**config.mk**
```make
export PLATFORM = sky130hd
export DESIGN_NAME = acp_top
export DESIGN_NICKNAME = d
export VERILOG_FILES = /design/src/acp_pkg.sv /design/src/acp_div_if.sv /design/src/acp_divider.sv /design/src/acp_top.sv
export SDC_FILE = /design/constraint.sdc
export NUM_CORES = 1
export LEC_CHECK = 0
export BUFFER_PORTS_ARGS = -buffer_cell sky130_fd_sc_hd__buf_2
export CORE_MARGIN = 2
export CORE_UTILIZATION = 47
export CTS_CLUSTER_SIZE = 20
export DETAILED_ROUTE_END_ITERATION = 16
export GPL_ROUTABILITY_DRIVEN = 0
export SETUP_SLACK_MARGIN = 0.5
export SLEW_MARGIN = 15
export SYNTH_ARGS = -nofsm -noshare
export SYNTH_HDL_FRONTEND = slang
export SYNTH_HIERARCHICAL = 1
export SYNTH_SLANG_ARGS = --single-unit
```
**constraint.sdc**
```tcl
create_clock -name clk -period 3.15 [get_ports clk]
set_input_delay 0.1575 -clock clk [delete_from_list [all_inputs] [get_ports clk]]
set_output_delay 0.1575 -clock clk [all_outputs]
set_load 0.1 [all_outputs]
```
**src/acp_pkg.sv**
```systemverilog
// Purpose: Shared constants for the converter clock prescaler
// Assumes: 100 MHz clk
// Notes: Conversion counts are in converter clock periods
package acp_pkg;
   localparam int unsigned CLK_HZ = 100_000_000;
   localparam int unsigned NOMINAL_HZ = 500_000;
   localparam int unsigned OSC_HALF_CYCLES = CLK_HZ / (2 * NOMINAL_HZ);
   localparam int unsigned DIV_W = 3;
   localparam int unsigned STAGES = 7;
   localparam int unsigned SET_W = 4;
   localparam int unsigned CNT_W = 16;
   localparam int unsigned OSC_W = 8;
   localparam int unsigned ACQ3_US = 508;
   localparam int unsigned ACQ3_TICKS = ACQ3_US * (NOMINAL_HZ / 1000) / 1000;
   localparam logic [CNT_W-1:0] ACQ_BASE3 = CNT_W'(ACQ3_TICKS);
   localparam logic [CNT_W-1:0] ACQ_BASE0 = ACQ_BASE3 >> 3;
   localparam logic [CNT_W-1:0] ACQ_BASE1 = ACQ_BASE3 >> 2;
   localparam logic [CNT_W-1:0] ACQ_BASE2 = ACQ_BASE3 >> 1;
   localparam logic [OSC_W-1:0] OSC_LAST = OSC_W'(OSC_HALF_CYCLES - 1);
   localparam logic [CNT_W-1:0] CNT_ONE = 16'h0001;
   localparam logic [SET_W-1:0] SET_AVG = 4'h8;

   typedef enum logic [1:0] {ACP_IDLE, ACP_BUS, ACP_SHUNT} acp_state_t;

   // Converter clock periods for one conversion setting
   function automatic logic [CNT_W-1:0] acp_ticks(input logic [SET_W-1:0] s);
      logic [CNT_W-1:0] r;
      r = ACQ_BASE3;
      if (s < SET_AVG) begin
         unique case (s[1:0])
            2'h0: r = ACQ_BASE0;
            2'h1: r = ACQ_BASE1;
            2'h2: r = ACQ_BASE2;
            2'h3: r = ACQ_BASE3;
         endcase
      end else begin
         r = ACQ_BASE3 << s[2:0];
      end
      return r;
   endfunction
endpackage

```
**src/acp_div_if.sv**
```systemverilog
// Purpose: Carrier between synchroniser and divider chain
// Assumes: One clock domain
// Notes: None
`timescale 1ns/10ps
interface acp_div_if;
   logic ext_level;
   logic ext_rise;
   logic [acp_pkg::DIV_W-1:0] div_sel;
   logic tap_level;
   modport top (output ext_level, output ext_rise, output div_sel,
                input tap_level);
   modport chain (input ext_level, input ext_rise, input div_sel,
                  output tap_level);
endinterface

```
**src/acp_divider.sv**
```systemverilog
// Purpose: Cascade of divide-by-2 stages on the external clock
// Assumes: Edges arrive already synchronised
// Notes: Each stage toggles when all lower stages are high
`timescale 1ns/10ps
module acp_divider (
   // Clock and reset
   input wire logic clk,
   input wire logic reset_n,
   // Chain side
   acp_div_if.chain dif
);
   logic [acp_pkg::STAGES-1:0] stage_q;
   logic [acp_pkg::STAGES:0] carry;
   logic [acp_pkg::STAGES:0] taps;

   assign carry[0] = dif.ext_rise;
   assign taps[0] = dif.ext_level;

   genvar i;
   generate
      for (i = 0; i < acp_pkg::STAGES; i++) begin : g_stage
         assign carry[i+1] = carry[i] & stage_q[i];
         assign taps[i+1] = stage_q[i];
         always_ff @(posedge clk or negedge reset_n) begin
            if (!reset_n) begin
               stage_q[i] <= 1'b0;
            end else if (carry[i]) begin
               stage_q[i] <= ~stage_q[i];
            end
         end
      end
   endgenerate

   // Tap chosen by divide field, divide by 2 to the power sel
   assign dif.tap_level = taps[dif.div_sel];
endmodule

```
**src/acp_top.sv**
```systemverilog
// Purpose: Converter clock source select, prescaler and conversion timer
// Assumes: 100 MHz clk; configuration inputs are synchronous to clk
// Notes: Converter clock is regenerated as a level plus a rising tick
//
// What this block does
// - Own oscillator yields a nominal 500 kHz system clock.
// - System clock is used directly as the converter sampling clock.
// - Acquisition times scale linearly with system clock period.
// - External pin enters through a Schmitt buffer into the first stage.
// - Divide-by-2 stage cascade; divide field selects the tap.
// - Bus and shunt conversion times are set independently.
// - Setting 3 takes 508 us at nominal clock, longer when slowed.
`timescale 1ns/10ps
module acp_top (
   // Clock and reset
   input wire logic clk,
   input wire logic reset_n,
   // External clock pin
   input wire logic ext_clock_or_irq_pin,
   // Configuration
   input wire logic use_external_clock,
   input wire logic [acp_pkg::DIV_W-1:0] clock_divide_select,
   input wire logic [acp_pkg::SET_W-1:0] bus_conversion_setting,
   input wire logic [acp_pkg::SET_W-1:0] shunt_conversion_setting,
   // Conversion control
   input wire logic convert_start,
   // Clock outputs
   output logic sys_clock,
   output logic sample_tick,
   output logic using_external,
   // Conversion status
   output logic busy,
   output logic bus_done,
   output logic shunt_done
);
   acp_div_if dif ();

   // Pin synchroniser, three stages
   logic [2:0] pin_sync_q;
   logic ext_level_q;
   logic ext_rise;

   always_ff @(posedge clk or negedge reset_n) begin
      if (!reset_n) begin
         pin_sync_q <= 3'h0;
      end else begin
         pin_sync_q <= {pin_sync_q[1:0], ext_clock_or_irq_pin};
      end
   end

   // Hysteresis: level changes only when stages two and three agree
   always_ff @(posedge clk or negedge reset_n) begin
      if (!reset_n) begin
         ext_level_q <= 1'b0;
      end else if (pin_sync_q[1] == pin_sync_q[2]) begin
         ext_level_q <= pin_sync_q[2];
      end
   end

   assign ext_rise = (pin_sync_q[1] == pin_sync_q[2]) & pin_sync_q[2] &
                     ~ext_level_q;

   assign dif.ext_level = ext_level_q;
   assign dif.ext_rise = ext_rise;
   assign dif.div_sel = clock_divide_select;

   acp_divider u_div (
      .clk(clk),
      .reset_n(reset_n),
      .dif(dif)
   );

   // Internal oscillator
   logic [acp_pkg::OSC_W-1:0] osc_cnt_q;
   logic osc_q;

   always_ff @(posedge clk or negedge reset_n) begin
      if (!reset_n) begin
         osc_cnt_q <= '0;
         osc_q <= 1'b0;
      end else if (osc_cnt_q == acp_pkg::OSC_LAST) begin
         osc_cnt_q <= '0;
         osc_q <= ~osc_q;
      end else begin
         osc_cnt_q <= osc_cnt_q + 1'b1;
      end
   end

   // Source select: park low on the old source, leave on a low new one
   logic use_ext_q;
   logic park_q;
   logic cur_level;
   logic cand_level;
   logic sys_d;
   logic sys_q;
   logic tick_q;

   assign cur_level = use_ext_q ? dif.tap_level : osc_q;
   assign cand_level = use_external_clock ? dif.tap_level : osc_q;

   always_ff @(posedge clk or negedge reset_n) begin
      if (!reset_n) begin
         use_ext_q <= 1'b0;
         park_q <= 1'b0;
      end else if (!park_q) begin
         if (use_external_clock != use_ext_q && !cur_level) begin
            park_q <= 1'b1;
         end
      end else if (!cand_level) begin
         park_q <= 1'b0;
         use_ext_q <= use_external_clock;
      end
   end

   // Parked clock stays low, so neither source leaves a runt
   assign sys_d = park_q ? 1'b0 : cur_level;

   always_ff @(posedge clk or negedge reset_n) begin
      if (!reset_n) begin
         sys_q <= 1'b0;
         tick_q <= 1'b0;
      end else begin
         sys_q <= sys_d;
         tick_q <= sys_d & ~sys_q;
      end
   end

   // Conversion timer counted in converter clock periods
   acp_pkg::acp_state_t state_q;
   logic [acp_pkg::CNT_W-1:0] cnt_q;
   logic bus_done_q;
   logic shunt_done_q;
   logic last_tick;
   logic busy_q;
   logic [acp_pkg::SET_W-1:0] shunt_set_q;

   assign last_tick = tick_q && cnt_q == acp_pkg::CNT_ONE;

   // Shunt setting held from start, one request uses one pair of settings
   always_ff @(posedge clk or negedge reset_n) begin
      if (!reset_n) begin
         shunt_set_q <= '0;
      end else if (state_q == acp_pkg::ACP_IDLE && convert_start) begin
         shunt_set_q <= shunt_conversion_setting;
      end
   end

   always_ff @(posedge clk or negedge reset_n) begin
      if (!reset_n) begin
         state_q <= acp_pkg::ACP_IDLE;
         cnt_q <= '0;
      end else begin
         unique case (state_q)
            acp_pkg::ACP_IDLE: begin
               if (convert_start) begin
                  cnt_q <= acp_pkg::acp_ticks(bus_conversion_setting);
                  state_q <= acp_pkg::ACP_BUS;
               end
            end
            acp_pkg::ACP_BUS: begin
               if (last_tick) begin
                  cnt_q <= acp_pkg::acp_ticks(shunt_set_q);
                  state_q <= acp_pkg::ACP_SHUNT;
               end else if (tick_q) begin
                  cnt_q <= cnt_q - 1'b1;
               end
            end
            acp_pkg::ACP_SHUNT: begin
               if (last_tick) begin
                  cnt_q <= '0;
                  state_q <= acp_pkg::ACP_IDLE;
               end else if (tick_q) begin
                  cnt_q <= cnt_q - 1'b1;
               end
            end
            default: begin
               state_q <= acp_pkg::ACP_IDLE;
            end
         endcase
      end
   end

   // Busy flag registered from the phase that follows
   always_ff @(posedge clk or negedge reset_n) begin
      if (!reset_n) begin
         busy_q <= 1'b0;
      end else begin
         unique case (state_q)
            acp_pkg::ACP_IDLE: busy_q <= convert_start;
            acp_pkg::ACP_BUS: busy_q <= 1'b1;
            acp_pkg::ACP_SHUNT: busy_q <= !last_tick;
            default: busy_q <= 1'b0;
         endcase
      end
   end

   // Completion pulses
   always_ff @(posedge clk or negedge reset_n) begin
      if (!reset_n) begin
         bus_done_q <= 1'b0;
         shunt_done_q <= 1'b0;
      end else begin
         bus_done_q <= last_tick && state_q == acp_pkg::ACP_BUS;
         shunt_done_q <= last_tick && state_q == acp_pkg::ACP_SHUNT;
      end
   end

   assign sys_clock = sys_q;
   assign sample_tick = tick_q;
   assign using_external = use_ext_q;
   assign busy = busy_q;
   assign bus_done = bus_done_q;
   assign shunt_done = shunt_done_q;
endmodule

```
* Word level (Yosys, flattened, before mapping)
Cells that the tools add are included.
W data, S select, Z words.
** Word-level totals
- Bits of input ports :: 16
- Word-level logic and storage cells :: 100
- Register bits :: 49
- Output and inout port bits :: 6
** Operators by class
- Shift-type cells :: 2
- Equality and inequality tests :: 15
- Add/subtract/negate cells :: 2
- Reduce and logical (&&, ||, !) cells :: 14
- Bitwise logic cells :: 20
- $lt $le $gt $ge :: 3
- Mux-type cells :: 23
** Operators with widths (number)
- $pmux W16 S4 :: 2
- $mux W16 :: 6
- $pmux W16 S3 :: 1
- $shl A8 B3 Y16 const A :: 2
- $eq A16 B1 Y1 const B :: 1
- $sub A16 B1 Y16 const B :: 1
- $not A1 Y1 :: 11
- $eq A2 B2 Y1 const B :: 5
- $and A1 B1 Y1 :: 9
- $add A8 B1 Y8 const B :: 1
- $eq A8 B7 Y1 const B :: 1
- $lt A4 B4 Y1 const B :: 2
- $mux W8 :: 1
- $mux W1 :: 7
- $eq A2 B1 Y1 const B :: 3
- $logic_not A2 Y1 :: 3
- $mux W2 :: 3
- $ne A2 B2 Y1 const B :: 3
- $pmux W2 S3 :: 1
- $logic_and A1 B1 Y1 :: 5
- $lt A3 B4 Y1 const B :: 1
- $reduce_and A2 Y1 :: 2
- $bmux W1 S3 :: 1
- $pmux W1 S3 :: 1
- 5 further kinds :: 6

* Longest topological paths before layout
- Word-level depth :: 9
- Depth in mapped cells :: 9
- Gate-level depth less buffers :: 7

* By module
The synthesis kept the hierarchy.
** By module, submodules not included
- acp_top :: sequential area each 1051.0 um2, instances 1, area an instance 2593.7 um2, cells each 283
- acp_divider :: sequential area each 175.2 um2, instances 1, area an instance 337.8 um2, cells each 27

* Worst setup path before layout
OpenSTA, ideal clock, no wires.
- Path kind :: register to register
- From :: reg tick_q (netlist: sample_tick)
- To :: reg state_q[0]
- Arrival time :: 2.740 ns
- Slack :: 0.285 ns
- Data required time :: 3.025 ns
- Buffers on the path :: 1
- Stages on the path, launching flop included :: 7
- Period minus slack after synthesis :: 2.865 ns
- Setup time :: 0.125 ns
- Cells stage by stage :: dfrtp_1 -> clkbuf_2 -> or4bb_1 -> nor4_4 -> a21oi_1 -> nor2_1 -> mux2_2
** On the way
- Word-level cells in the longest chain between the ends :: 3
- Elaborated cells on any way between the ends :: 4
- Classes of those cells :: eq/ne (2); reduce/logical (2)
** RTL lines
- from (decl) :: line acp_top.sv:96 : logic tick_q;
- from (signal assigned) :: line acp_top.sv:124 : tick_q <= sys_d & ~sys_q;
- $logic_and A1 B1 Y1 (*) :: line acp_top.sv:137 : assign last_tick = tick_q && cnt_q == acp_pkg::CNT_ONE;
- $ne A2 B2 Y1 (no line)
- $reduce_and A3 Y1 (no line) (*)
- to (signal assigned) :: line acp_top.sv:150 : state_q <= acp_pkg::ACP_IDLE;
- to (signal assigned) :: line acp_top.sv:157 : state_q <= acp_pkg::ACP_BUS;
- to (signal assigned) :: line acp_top.sv:163 : state_q <= acp_pkg::ACP_SHUNT;
- to (decl) :: line acp_top.sv:129 : acp_pkg::acp_state_t state_q;
Every way passes the cells marked *; elsewhere a longest branch is shown, timed or not.
A chain may end at the register's enable or synchronous reset.

* Worst setup path after layout
- From :: reg cnt_q[10] (netlist name)
- To :: reg cnt_q[5] (netlist name)
** On the way
- Word-level cells in the longest chain between the ends :: 4
- Elaborated cells on any way between the ends :: 5
- Classes of those cells :: eq/ne (1); mux (3); reduce/logical (1)
** RTL lines
- from (decl) :: line acp_top.sv:130 : logic [acp_pkg::CNT_W-1:0] cnt_q;
- from (signal assigned) :: line acp_top.sv:156 : cnt_q <= acp_pkg::acp_ticks(bus_conversion_setting);
- from (signal assigned) :: line acp_top.sv:162 : cnt_q <= acp_pkg::acp_ticks(shunt_set_q);
- from (signal assigned) :: line acp_top.sv:165 : cnt_q <= cnt_q - 1'b1;
- $eq A16 B1 Y1 (*) :: line acp_top.sv:137
- $logic_and A1 B1 Y1 (*) :: line acp_top.sv:137
- $mux W16 (on tied branches) :: line acp_top.sv:169, acp_top.sv:161
- $pmux W16 S3 (*) :: line acp_top.sv:153 : unique case (state_q)
Marks and branches as above.

==> flow_metrics.tcl <==
set metrics [dict create \
    status "complete, no violations" \
    die_h_microns 83.0 \
    fp.dieArea_sq_um 6880 \
    post-dp-hpwl_microns 5240 \
    via_per_inst 5.99 \
    drv_cap 0 \
    nFillCells 553 \
    startpoint_type "flip-flop" \
    crit_path_end_kind "flip-flop" \
    clk_latency_ns 0.31 \
    cp_max_fo 11 \
    yosysSeqAreaShare_pct 41.8 \
    routed_wirelength_microns 7030 \
    first_pass_iters 5 \
    initial_core_util_pct 48.9 \
    cts_max_level 2 \
    drive_above_1_share_pct 18.0 \
    slew_headroom_pct 39.7 \
    ir_drop_mv 0.433 \
    arrival_ns 2.78 \
    ys_ff_latch 49 \
    numPortBuffers 21 \
    cts_max_path_buffers 2 \
    area_delta_synth_final_pct 11.4 \
    utilization_pct 54.5 \
    overflow 0 \
    reg2reg_to "cnt_q[5]" \
    track_usage_pct 20.9 \
    r2r_slack_ns 0.60 \
    clockPowerShare_pct 28.5 \
    crit_chain "or4_1 -> nor4_4 -> buf_4 -> nand3_2 -> or3_1 -> a31oi_1" \
    leakagePower_nw 1.41 \
    cts_buffers 5 \
    n_antenna_cell 0 \
    slowest_stage "or4_1" \
    required_ns 3.38 \
    coreArea_sq_um 5990 \
    yosysUniqueCellTypes 58 \
    max_stage_delay_ns 0.70 \
    cts_sinks 49 \
    slew_viol_final 0 \
    fin_worst_skew_ns 0.00715 \
    postRouteAntennaNets 0 \
    clk_pin_slew_ns 0.10 \
    period_share_pct 81.0 \
    whs_ns 0.0784 \
    path_class "flip-flop to flip-flop" \
    cp.depth 6 \
    r2r_cells 6 \
    fmax_ghz 0.392 \
    tightest_slew_ns 0.898 \
    remaining_drc_errors 0 \
    ys_warn_count 6 \
    syn-num-nets 336 \
    startpoint "cnt_q[10]" \
    synth-edff-count 0 \
    p_sw_mw 0.549 \
    drt_iter0_drc 229 \
    vias 2445 \
    ys_async_sr_fraction_pct 100 \
    swShare_pct 33.4 \
    io_pins 22 \
    powerDensity_nw_per_um2 504 \
    synthCells 310 \
    rsz0062_at_grt "false" \
    fin_crit_ns 2.55 \
    final-setup-viol-count 0 \
    seq_power_share_pct 51.5 \
    r2r_start "cnt_q[10]" \
    grt_max_degree 36 \
    root_buffer "clkbuf_8" \
    fin_nets 358 \
    netlist_area_sq_um 2930 \
    antenna_found_initial 0 \
    syn_area_per_cell_sq_um 9.46 \
    cp_top_family "simple AND/OR/NAND/NOR gates" \
    pwr-share-comb_pct 20.1 \
    hold_class "input pin to flip-flop" \
    crit_end "cnt_q[5]" \
    hold_viol_final 0 \
    grt_pass1_wl_microns 11600 \
    synthFlopType "dfrtp_1" \
    critical_path_buf_inv_count 1 \
    fin_setup_tns_ns 0 \
    grt_pass1_vias 2382 \
    fp-row-count 28 \
    avgRoutedWirePerCell_microns 17.2 \
    intPower_mw 1.10 \
    die_w_microns 83.0 \
    cts_tree "done" \
]
-- cell usage after synthesis, types with 2 or more instances --
cell      instances  share of area [%]
a21oi_1          11                1.9
a31oi_1           3               0.64
o211ai_1          2               0.51
o22ai_1           4               0.85
nand3_1          13                2.2
nand2_1          22                2.8
nor3_1           15                2.6
ha_1             10                4.3
or2_2             4               0.85
mux2_2            7                2.7
mux2i_1           3                1.0
o31ai_1           2               0.51
a22oi_1           2               0.51
and2_1            4               0.85
o21ai_0          14                2.4
buf_2             2               0.34
xor2_1           15                4.5
and3_1            2               0.43
a32oi_1           2               0.60
a211oi_1          3               0.77
or4_1             2               0.51
inv_1             9                1.2
or3_1             2               0.43
nor2b_1           4               0.85
mux4_2            3                2.3
nor4_1            9                1.9
a221o_1           3                1.0
a31o_2            2               0.60
nor2_1           35                4.5
or4b_2            2               0.68
a221oi_1          2               0.60
o21a_1            2               0.51
dfrtp_1          49                 42
clkbuf_1         12                1.5
nand4_1           4               0.85
a211o_1           3               0.90
xnor2_1           6                1.8
-- layout by cell type (no fill, tap or decap), types with 9 or more instances in the layout --
cell type / count
nand3_1: 13
a21oi_1: 11
nor4_1: 9
inv_1: 9
nand2_1: 22
ha_1: 10
buf_2: 21
nor2_1: 35
nor3_1: 15
xor2_1: 15
dfrtp_1: 48
o21ai_0: 14
-- stage by stage --
step | power (mW) | std cells | instance area (sq um) | setup WS [ns]
CTS | 1.67 | 405 | 3240 | 0.513
floorplan | 1.09 | 310 | 2930 | 0.573
global route | 1.75 | 408 | 3270 | 0.547
global placement | 1.18 | 395 | 3100 | 0.515
detailed placement | 1.19 | 395 | 3100 | 0.529
finish | 1.65 | 408 | 3270 | 0.599
-- power groups by stage --
| stage | sequential (mW) | combinational [mW] | clock, mW |
|---|---|---|---|
| 2_1_floorplan | 0.879 | 0.215 | 0 |
| 3_3_place_gp | 0.855 | 0.327 | 0 |
| 3_5_place_dp | 0.858 | 0.333 | 0 |
| 4_1_cts | 0.845 | 0.335 | 0.485 |
| 5_1_grt | 0.865 | 0.367 | 0.516 |
| 6_report | 0.847 | 0.331 | 0.468 |
-- cell families after synthesis --
logic type	after synthesis	synth area share, %
buf+inv	25	3.33
compound gates	62	14.4
xor+xnor	21	6.27
fa+ha+maj	10	4.27
simple gates	130	23.9
flops	49	41.8
mux	13	6.02
-- sequential cells by signal, summed over array words and instances, names as in the netlist --
signal and count:
shunt_set_q 4, sys_clock 1, dif.ext_level 1, state_q 2, bus_done 1, u_div/stage_q 7, sample_tick 1, osc_cnt_q 8
shunt_done 1, osc_q 1, busy 1, pin_sync_q 3, cnt_q 16, park_q 1, using_external 1
-- repair_timing --
| action | CTS | global route |
|---|---|---|
| hold endpoints to repair | 35 | 0 |
| pin swaps | 1 | 1 |
| hold buffers | 2 | 0 |
| resized for setup | 0 | 1 |
| endpoints found under the setup margin | 1 | 7 |
| setup buffers | 0 | 3 |
-- final cells by class --
| type | count | area, sq um | share of cell area (%) |
|---|---|---|---|
| inverters | 10 | 37.5 | 1.15 |
| flip-flops and latches | 49 | 1230 | 37.6 |
| multi-input cells | 236 | 1610 | 49.4 |
| repair buffers | 30 | 178 | 5.44 |
| clock inverters | 3 | 47.5 | 1.46 |
| clock buffers | 5 | 68.8 | 2.11 |
| well taps | 75 | 93.8 | 2.87 |
-- routing by layer --
layer	share of wire (%)	vias up	GRT usage, %
met5	0	-	0
met4	3.8	0	9.99
met3	3.7	22	4.27
met2	47	69	32.4
met1	46	1171	28.0
li1	-	1183	-
-- worst min-delay path by stage --
stage | start | endpoint | slack, ns | cells past startpoint
after floorplan | reset_n | bus_done | -0.14 | 0
after global placement | ext_clock_or_irq_pin | pin_sync_q[0] | 0.27 | 1
after detailed placement | reset_n | cnt_q[1] | 0.27 | 1
after CTS | shunt_conversion_setting[2] | shunt_set_q[2] | 0.08 | 2
after global routing | shunt_conversion_setting[2] | shunt_set_q[2] | 0.07 | 2
final | shunt_conversion_setting[3] | shunt_set_q[3] | 0.08 | 2
Power figures use the tool's default switching activity.
